$ cat src/rtl/mie_pkg.sv
package mie_pkg;
  localparam int unsigned PTR_W = 16;
  localparam int unsigned DATA_W = 8;
  localparam int unsigned BANK_W = 5;
  localparam int unsigned PAGE_W = 7;
  localparam int unsigned OFS_W = 6;
  localparam int unsigned NUM_PTR = 2;

  localparam logic [1:0] MODE_PRE_INC = 2'h0;
  localparam logic [1:0] MODE_PRE_DEC = 2'h1;
  localparam logic [1:0] MODE_POST_INC = 2'h2;
  localparam logic [1:0] MODE_POST_DEC = 2'h3;

  localparam logic [PTR_W-1:0] PTR_ONE = 16'h0001;
  localparam logic [PTR_W-1:0] PTR_RST = 16'h0000;
  localparam logic [DATA_W-1:0] ACC_RST = 8'h00;
  localparam logic [DATA_W-1:0] DATA_ZERO = 8'h00;
  localparam logic [BANK_W-1:0] BANK_RST = 5'h00;
  localparam logic [PAGE_W-1:0] PAGE_RST = 7'h00;

  typedef enum logic [1:0] {
    MIE_OP_NONE = 2'b00,
    MIE_OP_BANK = 2'b01,
    MIE_OP_PAGE = 2'b10,
    MIE_OP_ACC = 2'b11
  } mie_lit_op_e;

  typedef enum logic [1:0] {
    MIE_IDLE = 2'b00,
    MIE_WAIT = 2'b01
  } mie_state_e;
endpackage

$ cat src/rtl/mie_core.sv
`timescale 1ns/1ps
// Functional notes
// - Indirect load reads memory at selected pointer's address into the accumulator.
// - Mode 00 pre-inc, 01 pre-dec, 10 post-inc, 11 post-dec.
// - Offset form addresses pointer plus signed offset -32..31, pointer unchanged.
// - After access pointer is plus one, minus one, or unchanged for offset.
// - Indirect window has no storage; accesses go to pointer's address.
// - Pointers are 16 bits and wrap modulo the range.
// - Bank literal load copies 5-bit immediate into bank select.
// - Page literal load copies 7-bit immediate into program counter high latch.
// - Accumulator literal load copies 8-bit immediate in one cycle, unless a memory answer loads the accumulator in that cycle.
// - Pointer stepping never modifies any status flag.
module mie_core #(
  parameter int unsigned PTR_W = mie_pkg::PTR_W,
  parameter int unsigned DATA_W = mie_pkg::DATA_W,
  parameter int unsigned OFS_W = mie_pkg::OFS_W,
  parameter int unsigned BANK_W = mie_pkg::BANK_W,
  parameter int unsigned PAGE_W = mie_pkg::PAGE_W
) (
  // Clock and reset
  input wire logic i_clk,
  input wire logic i_nrst,
  // Decoded indirect load request
  input wire logic i_ind_valid,
  input wire logic i_ind_sel,
  input wire logic [1:0] i_ind_mode,
  input wire logic i_ind_use_offset,
  input wire logic [OFS_W-1:0] i_ind_offset,
  // Decoded literal load request
  input wire logic [1:0] i_lit_op,
  input wire logic [DATA_W-1:0] i_lit_value,
  // Pointer write from core register path
  input wire logic i_ptr_wr,
  input wire logic i_ptr_wr_sel,
  input wire logic [PTR_W-1:0] i_ptr_wr_data,
  // Data memory read port
  output logic o_mem_rd,
  output logic [PTR_W-1:0] o_mem_addr,
  input wire logic i_mem_rvalid,
  input wire logic [DATA_W-1:0] i_mem_rdata,
  // Core state
  output logic o_busy,
  output logic o_done,
  output logic [DATA_W-1:0] o_accumulator,
  output logic o_zero_flag,
  output logic [BANK_W-1:0] o_bank_select,
  output logic [PAGE_W-1:0] o_program_counter_high_latch,
  output logic [PTR_W-1:0] o_file_pointer0,
  output logic [PTR_W-1:0] o_file_pointer1
);
  mie_pkg::mie_state_e state_q;
  mie_pkg::mie_state_e state_d;
  logic [PTR_W-1:0] ptr_q [mie_pkg::NUM_PTR];
  logic [PTR_W-1:0] ptr_d [mie_pkg::NUM_PTR];
  logic [PTR_W-1:0] addr_q;
  logic [PTR_W-1:0] addr_d;
  logic rd_q;
  logic rd_d;
  logic done_q;
  logic done_d;
  logic [DATA_W-1:0] acc_q;
  logic [DATA_W-1:0] acc_d;
  logic zero_q;
  logic zero_d;
  logic [BANK_W-1:0] bank_q;
  logic [BANK_W-1:0] bank_d;
  logic [PAGE_W-1:0] page_q;
  logic [PAGE_W-1:0] page_d;
  logic [PTR_W-1:0] sel_ptr;
  logic [PTR_W-1:0] calc_addr;
  logic [PTR_W-1:0] calc_next;
  logic start;

  assign sel_ptr = ptr_q[i_ind_sel];
  assign start = i_ind_valid && (state_q == mie_pkg::MIE_IDLE);

  mie_ptr_calc #(
    .PTR_W(PTR_W),
    .OFS_W(OFS_W)
  ) u_calc (
    .i_ptr(sel_ptr),
    .i_mode(i_ind_mode),
    .i_use_offset(i_ind_use_offset),
    .i_offset(i_ind_offset),
    .o_addr(calc_addr),
    .o_ptr_next(calc_next)
  );

  always_comb begin
    state_d = state_q;
    addr_d = addr_q;
    rd_d = 1'b0;
    done_d = 1'b0;
    acc_d = acc_q;
    zero_d = zero_q;
    bank_d = bank_q;
    page_d = page_q;
    for (int i = 0; i < mie_pkg::NUM_PTR; i++) begin
      ptr_d[i] = ptr_q[i];
    end
    if (i_ptr_wr) begin
      ptr_d[i_ptr_wr_sel] = i_ptr_wr_data;
    end
    case (state_q)
      mie_pkg::MIE_IDLE: begin
        if (start) begin
          // The window itself holds nothing; the read goes to the pointer address.
          addr_d = calc_addr;
          rd_d = 1'b1;
          // Pointer stepping leaves the zero flag alone.
          ptr_d[i_ind_sel] = calc_next;
          state_d = mie_pkg::MIE_WAIT;
        end
      end
      mie_pkg::MIE_WAIT: begin
        if (i_mem_rvalid) begin
          acc_d = i_mem_rdata;
          zero_d = (i_mem_rdata == mie_pkg::DATA_ZERO);
          done_d = 1'b1;
          state_d = mie_pkg::MIE_IDLE;
        end
      end
      default: begin
        state_d = mie_pkg::MIE_IDLE;
      end
    endcase
    // Literal loads never touch the zero flag.
    case (i_lit_op)
      mie_pkg::MIE_OP_BANK: begin
        bank_d = i_lit_value[BANK_W-1:0];
      end
      mie_pkg::MIE_OP_PAGE: begin
        page_d = i_lit_value[PAGE_W-1:0];
      end
      mie_pkg::MIE_OP_ACC: begin
        // A pending memory answer in the same cycle still wins the accumulator.
        if (!(state_q == mie_pkg::MIE_WAIT && i_mem_rvalid)) begin
          acc_d = i_lit_value;
        end
      end
      default: begin
      end
    endcase
  end

  always_ff @(posedge i_clk or negedge i_nrst) begin
    if (!i_nrst) begin
      state_q <= mie_pkg::MIE_IDLE;
      for (int i = 0; i < mie_pkg::NUM_PTR; i++) begin
        ptr_q[i] <= mie_pkg::PTR_RST;
      end
      addr_q <= mie_pkg::PTR_RST;
      rd_q <= 1'b0;
      done_q <= 1'b0;
      acc_q <= mie_pkg::ACC_RST;
      zero_q <= 1'b0;
      bank_q <= mie_pkg::BANK_RST;
      page_q <= mie_pkg::PAGE_RST;
    end else begin
      state_q <= state_d;
      for (int i = 0; i < mie_pkg::NUM_PTR; i++) begin
        ptr_q[i] <= ptr_d[i];
      end
      addr_q <= addr_d;
      rd_q <= rd_d;
      done_q <= done_d;
      acc_q <= acc_d;
      zero_q <= zero_d;
      bank_q <= bank_d;
      page_q <= page_d;
    end
  end

  assign o_mem_rd = rd_q;
  assign o_mem_addr = addr_q;
  assign o_busy = (state_q == mie_pkg::MIE_WAIT);
  assign o_done = done_q;
  assign o_accumulator = acc_q;
  assign o_zero_flag = zero_q;
  assign o_bank_select = bank_q;
  assign o_program_counter_high_latch = page_q;
  assign o_file_pointer0 = ptr_q[0];
  assign o_file_pointer1 = ptr_q[1];
endmodule

$ cat src/rtl/mie_ptr_calc.sv
`timescale 1ns/1ps
// Address and pointer-update arithmetic for one indirect access.
module mie_ptr_calc #(
  parameter int unsigned PTR_W = mie_pkg::PTR_W,
  parameter int unsigned OFS_W = mie_pkg::OFS_W
) (
  // Operands
  input wire logic [PTR_W-1:0] i_ptr,
  input wire logic [1:0] i_mode,
  input wire logic i_use_offset,
  input wire logic [OFS_W-1:0] i_offset,
  // Results
  output logic [PTR_W-1:0] o_addr,
  output logic [PTR_W-1:0] o_ptr_next
);
  logic [PTR_W-1:0] inc_v;
  logic [PTR_W-1:0] dec_v;
  logic [PTR_W-1:0] ofs_ext;

  always_comb begin
    // Plain modular sums give the wraparound at both ends of the range.
    inc_v = i_ptr + mie_pkg::PTR_ONE;
    dec_v = i_ptr - mie_pkg::PTR_ONE;
    ofs_ext = {{(PTR_W-OFS_W){i_offset[OFS_W-1]}}, i_offset};
    if (i_use_offset) begin
      o_addr = i_ptr + ofs_ext;
      o_ptr_next = i_ptr;
    end else begin
      case (i_mode)
        mie_pkg::MODE_PRE_INC: begin
          o_addr = inc_v;
        end
        mie_pkg::MODE_PRE_DEC: begin
          o_addr = dec_v;
        end
        default: begin
          o_addr = i_ptr;
        end
      endcase
      o_ptr_next = i_mode[0] ? dec_v : inc_v;
    end
  end
endmodule

$ cat config.mk
export PLATFORM = sky130hd
export DESIGN_NAME = mie_core
export DESIGN_NICKNAME = d
export VERILOG_FILES = /design/src/rtl/mie_pkg.sv /design/src/rtl/mie_core.sv /design/src/rtl/mie_ptr_calc.sv
export SDC_FILE = /design/constraint.sdc
export NUM_CORES = 1
export LEC_CHECK = 0
export BUFFER_PORTS_ARGS = -buffer_cell sky130_fd_sc_hd__buf_4
export CELL_PAD_IN_SITES_DETAIL_PLACEMENT = 0
export CELL_PAD_IN_SITES_GLOBAL_PLACEMENT = 2
export CORE_ASPECT_RATIO = 1.5
export CORE_MARGIN = 3
export CORE_UTILIZATION = 29
export DETAILED_ROUTE_END_ITERATION = 6
export PLACE_DENSITY_LB_ADDON = 0.12
export SLEW_MARGIN = 15
export SYNTH_ARGS = -nofsm -noshare
export SYNTH_HDL_FRONTEND = slang
export SYNTH_SLANG_ARGS = --single-unit
$ cat constraint.sdc
create_clock -name i_clk -period 2.85 [get_ports i_clk]
set_clock_uncertainty 0.2 [all_clocks]
set_input_delay 0.57 -clock i_clk [delete_from_list [all_inputs] [get_ports i_clk]]
set_output_delay 0.57 -clock i_clk [all_outputs]
set_load 0.02 [all_outputs]
# --- After elaboration in Yosys (flattened, before gate mapping) ---
# Cells that the tools add are included.
word_totals:
  ff_bits: 73
  inputBits: 50
  word_cells: 63
classes:
  add_sub_neg: 3
  order_cmp: 4
  n_eq_ne: 7
  muxes: 27
  bitwise: 2
  n_reduce_logical: 10
ops:
  columns: ["op", "n"]
  rows:
  - ["2-to-1 mux 16 bit", 8]
  - ["2-to-1 mux 32 bit", 3]
  - ["bitwise mux 32 bit", 2]
  - ["demux 16 bit (select 1 bit)", 2]
  - ["2-to-1 mux 8 bit", 4]
  - ["case mux 16 bit (2 select lines)", 1]
  - ["adder 16 x 1 -> 16 bit (second input constant)", 1]
  - ["adder 16 bit", 1]
  - ["subtractor 16 x 1 -> 16 bit (second input constant)", 1]
  - ["logical NOT 8 bit", 1]
  - ["equality test 2 x 1 -> 1 bit (second input constant)", 3]
  - ["AND reduction 2 bit", 3]
  - ["equality test 2 bit (second input constant)", 2]
  - [">= comparator 2 bit (second input constant)", 2]
  - ["logical AND 1 bit", 4]
  - ["logical NOT 2 bit", 2]
  - ["< comparator 2 x 1 -> 1 bit (second input constant)", 2]
  - ["2-to-1 mux 1 bit", 4]
  - ["2-to-1 mux 2 bit", 2]
  - ["!= test 2 bit (second input constant)", 2]
  - ["NOT 1 -> 2 bit", 2]
  - ["case mux 2 bit (2 select lines)", 1]

# --- Longest topological paths before layout ---
logic_depth:
  depth_word: 10
  mapped_depth: 15
  ltp_nobuf: 12

# --- Hierarchy ---
# From an unflattened synthesis, not the netlist that was laid out.
unflattened:
  hier_cells: 532
  hier_area_um2: 5076.1
modules_own_cells:
  columns: ["mod", "n_inst", "cells_each", "area_per_inst_um2", "seq_area_each_um2"]
  rows:
  - ["mie_core", 1, 269, 3269.4, 1801.7]
  - ["mie_ptr_calc", 1, 263, 1806.7, 0.0]

# --- Worst setup path before layout ---
# No wires, ideal clock.
synth_path:
  path_kind: "input-to-reg"
  start: "input i_ind_sel"
  end: "register addr_q[11], in the netlist o_mem_addr[11]"
  setup_time_ps: 126
  t_arrival_ps: 3209
  required_ps: 2524
  slack_ps: -685
  path_stages: 14
  n_path_buf: 4
  cell_sequence: "buf_6 > buf_6 > buf_4 > buf_2 > mux2i_1 > inv_1 > ha_1 > a211oi_1 > o21ai_0 > o21ai_0 > o221ai_1 > xnor2_1 > nor2_1 > a221o_1"
synth_via:
  elab_chain_len: 7
  word_cells_on_any_way: 9
  classes_between: "add/sub (3); mux (5); bitwise (1)"
synth_lines:
  columns: ["item", "line_no", "rtl"]
  rows:
  - ["start, declared", "mie_core.sv:25", "input wire logic i_ind_sel,"]
  - ["NOT 1 -> 2 bit (not written as such) *", "mie_core.sv:74", "assign sel_ptr = ptr_q[i_ind_sel];"]
  - ["2-to-1 mux 16 bit (not written as such) * (3 in series)", "mie_core.sv:74", null]
  - ["subtractor 16 x 1 -> 16 bit / adder 16 x 1 -> 16 bit (equally long branches)", "mie_ptr_calc.sv:23, mie_ptr_calc.sv:22", null]
  - ["case mux 16 bit (2 select lines)", "mie_ptr_calc.sv:29", "case (i_mode)"]
  - ["2-to-1 mux 16 bit *", "mie_ptr_calc.sv:25", "if (i_use_offset) begin"]
  - ["end signal, assigned", "mie_core.sv:152", "addr_q <= mie_pkg::PTR_RST;"]
  - ["end signal, assigned", "mie_core.sv:164", "addr_q <= addr_d;"]
  - ["end, declared", "mie_core.sv:55", "logic [PTR_W-1:0] addr_q;"]
# Every way passes the cells marked *; elsewhere a longest branch is shown, timed or not. The select of a mux whose other input is x is not followed.
# A chain may end at the register's enable or synchronous reset.

# --- Worst setup path after layout ---
# Ends and elaborated chain as after synthesis.

==> results.yml <==
run_status:
  run_status: "completed"
yosys:
  netlist_instances: 549
  synthesis.nets: 617
  synthArstFlopShare_pct: 100
  synth_xor_area_share_pct: 7.10
  synth-simple-area-share_pct: 16.2
  yosys.area.top_type: "dfrtp_1"
  synth_edf_count: 0
  synth_flop_cell: "dfrtp_1"
  synth_seq_cells: 72
  synth_mux_area_share_pct: 13.4
  synth_area_per_cell_um2: 9.21
  syn_area_mm2: 0.00506
  synthAdderAreaFrac_pct: 4.60
  synth.distinct_cells: 69
  synth_compound_area_share_pct: 19.1
  synth_top_family_by_area: "compound AO/OA/AOI/OAI gates"
  yosys_warnings: 0
  seq_area_frac_synth_pct: 35.6
  synth_top_area_share_pct: 35.6
  synth.area.top_cells: "dfrtp_1, mux2i_1, xnor2_1"
floorplanning:
  ios: 122
  die_area_mm2: 0.0191
  initial_core_util_pct: 29.9
  core.rowCount: 58
  die_height_um: 168
  dieWidth_um: 114
  fp.coreArea_mm2: 0.0169
place:
  post-dp-hpwl_um: 13900
  post-place-cells: 943
  port_buffers: 121
  place_congestion: 0.857
  postPlaceCellArea_mm2: 0.00693
finish:
  antennaDiodeCount: 0
  multi_input_comb_area_mm2: 0.00322
  final_cell_mix: "buf_4, dfrtp_1, nand2_1"
  syn_to_final_growth_pct: 43.7
  fillers: 1703
  seqCellArea_mm2: 0.00180
  final_common_cell: "buf_4"
  drive_gt1_share_pct: 39.4
  finish.instance_area_mm2: 0.00727
  nets: 812
  stdcell_count: 959
power_and_ir_drop:
  ir_worst_vdd_uv: 342
  power_leakage_nw: 3.27
  power_density_mw_per_mm2: 760
hold_path:
  min_path_type: "primary input to asynchronous set/reset pin"
routing:
  ant_nets: 0
  wirelength_um: 17900
  num_vias: 4929
  drc_errors: 0
  viasPerCell: 5.14
  drtIter0Drc: 149
  drtPass1Iterations: 4
  wl_per_cell_um: 18.7
sta:
  fin_hold_ws_ns: 0.0247
  period_share_pct: 93.4
  hold_violations: 0
  drv_slew: 0
  maxSlewHeadroom_pct: 59.5
  worst_slew_pin_slew_ns: 0.607
  fmax_mhz: 376
  rsz0062_at_grt: "false"
  setup_violations: 0
  period_needed_ns: 2.66
  setup_tns_ns: 0
global_route:
  grt_pass1_vias: 5207
  grt_pass1_wl_um: 28300
  grt_max_degree: 73
  antenna_found_initial: 0
  grtUsageTotal_pct: 19.0
  gr-total-overflow: 0
setup_path:
  start_kind: "primary input"
  critical_path_class: "primary input to register"
  cp.arrival_ns: 2.70
  required_ns: 2.89
  crit_path_max_fanout: 12
  end_kind: "register"
clock_tree:
  h-tree-depth: 3
  cts_tree: "done"
  cts_made_buffers: 9
  clockBufferDepth: 2
  clk_pin_slew_ns: 0.06
  clkLatencyLatePin_ns: 0.35
  root_buffer: "clkbuf_16"
  clock_sinks: 72
  postCtsSetupRepairBufs: 0
flow_run:
  drv_cap: 0
## where the power goes
part	total (mW)	leakage [nW]	internal, mW	switching, mW
registers	1.56	0.865	1.29	0.274
clock network	1.11	0.135	0.608	0.505
logic	2.85	2.27	1.38	1.48
## flip-flops by register name, indices dropped and copies added (netlist names), 5 cells and up
| name | cells |
|---|---|
| o_file_pointer0 | 16 |
| o_file_pointer1 | 16 |
| o_mem_addr | 16 |
| o_accumulator | 8 |
| o_program_counter_high_latch | 7 |
| o_bank_select | 5 |
## through the flow
step / power (mW) / utilization [%] / setup slack, ns
detailed placement: 4.42 / 41.0 / -0.288
global placement: 4.39 / 41.0 / -0.263
CTS: 5.57 / 42.7 / 0.0765
global route: 5.91 / 43.0 / 0.00315
finish: 5.52 / 43.0 / 0.187
floorplan: 3.07 / - / -0.252
## critical path, cell delays in order
cell and delay (ns):
buf_4 0.19, buf_12 0.17, mux2i_1 0.25, inv_1 0.11, ha_1 0.30, o21a_1 0.12, o21a_1 0.19, o21ai_2 0.17
o221ai_2 0.14, xnor2_1 0.15, nor2_1 0.06, a221o_1 0.26
## cell usage after synthesis (all sizes together) (2+ instances only)
master and n:
nor4 7, nor3b 3, nor2 36, nand4 5, clkbuf 20, o21ai 48, or3 5, buf 6
o21bai 6, nor3 7, dfrtp 72, nand4b 2, a22oi 3, a21o 4, o2bb2a 2, o311a 2
o22ai 2, o21a 4, nand3 8, a32oi 2, a31oi 3, nand2b 10, mux2 26, a21oi 43
xor2 5, ha 17, o221ai 3, a211oi 11, and2 3, o211ai 3, xnor2 36, nand2 51
mux2i 37, nor2b 11, inv 20, nor4b 2, a2bb2oi 3
## what timing repair did
action,in CTS,in global routing
gates resized for setup,0,12
hold buffers,0,0
setup endpoints to repair,0,5
## worst paths after layout
path                                                    from  slack (ns)  cells past startpoint                             to
worst min-delay path                                  i_nrst        0.02                      2     o_mem_addr[10]$_DFFE_PN0P_
worst max register to register  o_file_pointer1[0]$_DFF_PN0_        0.26                     13      o_mem_addr[6]$_DFFE_PN0P_
max in group asynchronous                             i_nrst        2.08                      2  o_file_pointer0[12]$_DFF_PN0_
worst min register to register     o_mem_addr[4]$_DFFE_PN0P_        0.28                      2      o_mem_addr[4]$_DFFE_PN0P_
min in group i_clk                              i_mem_rvalid        0.22                      2         state_q[0]$_DFFE_PN0P_
worst max-delay path                               i_ind_sel        0.19                     12     o_mem_addr[11]$_DFFE_PN0P_
## area by class of cell
| class | instances | share of cell area, % |
|---|---|---|
| Inverter | 21 | 1.10 |
| Clock inverter | 7 | 0.844 |
| Sequential cell | 72 | 24.8 |
| Tap cell | 210 | 3.62 |
| Multi-Input combinational cell | 430 | 44.3 |
| Clock buffer | 9 | 3.10 |
| Timing Repair Buffer | 210 | 22.2 |
## logic make-up (layout without fill, tap and decap cells)
group | after synthesis | in the layout
xor+xnor | 41 | 41
compound gates | 150 | 150
fa+ha+maj | 18 | 18
flops | 72 | 72
buf+inv | 47 | 247
simple gates | 158 | 158
mux | 63 | 63
## layer usage
| metal | part of all wire, % | wire, µm | track usage [%] |
|---|---|---|---|
| met5 | 0 | 0 | 0 |
| met1 | 36 | 6520 | 19.7 |
| met3 | 4.6 | 816 | 3.90 |
| met4 | 3.4 | 617 | 7.80 |
| met2 | 56 | 9980 | 36.4 |
Power figures use the tool's default switching activity.
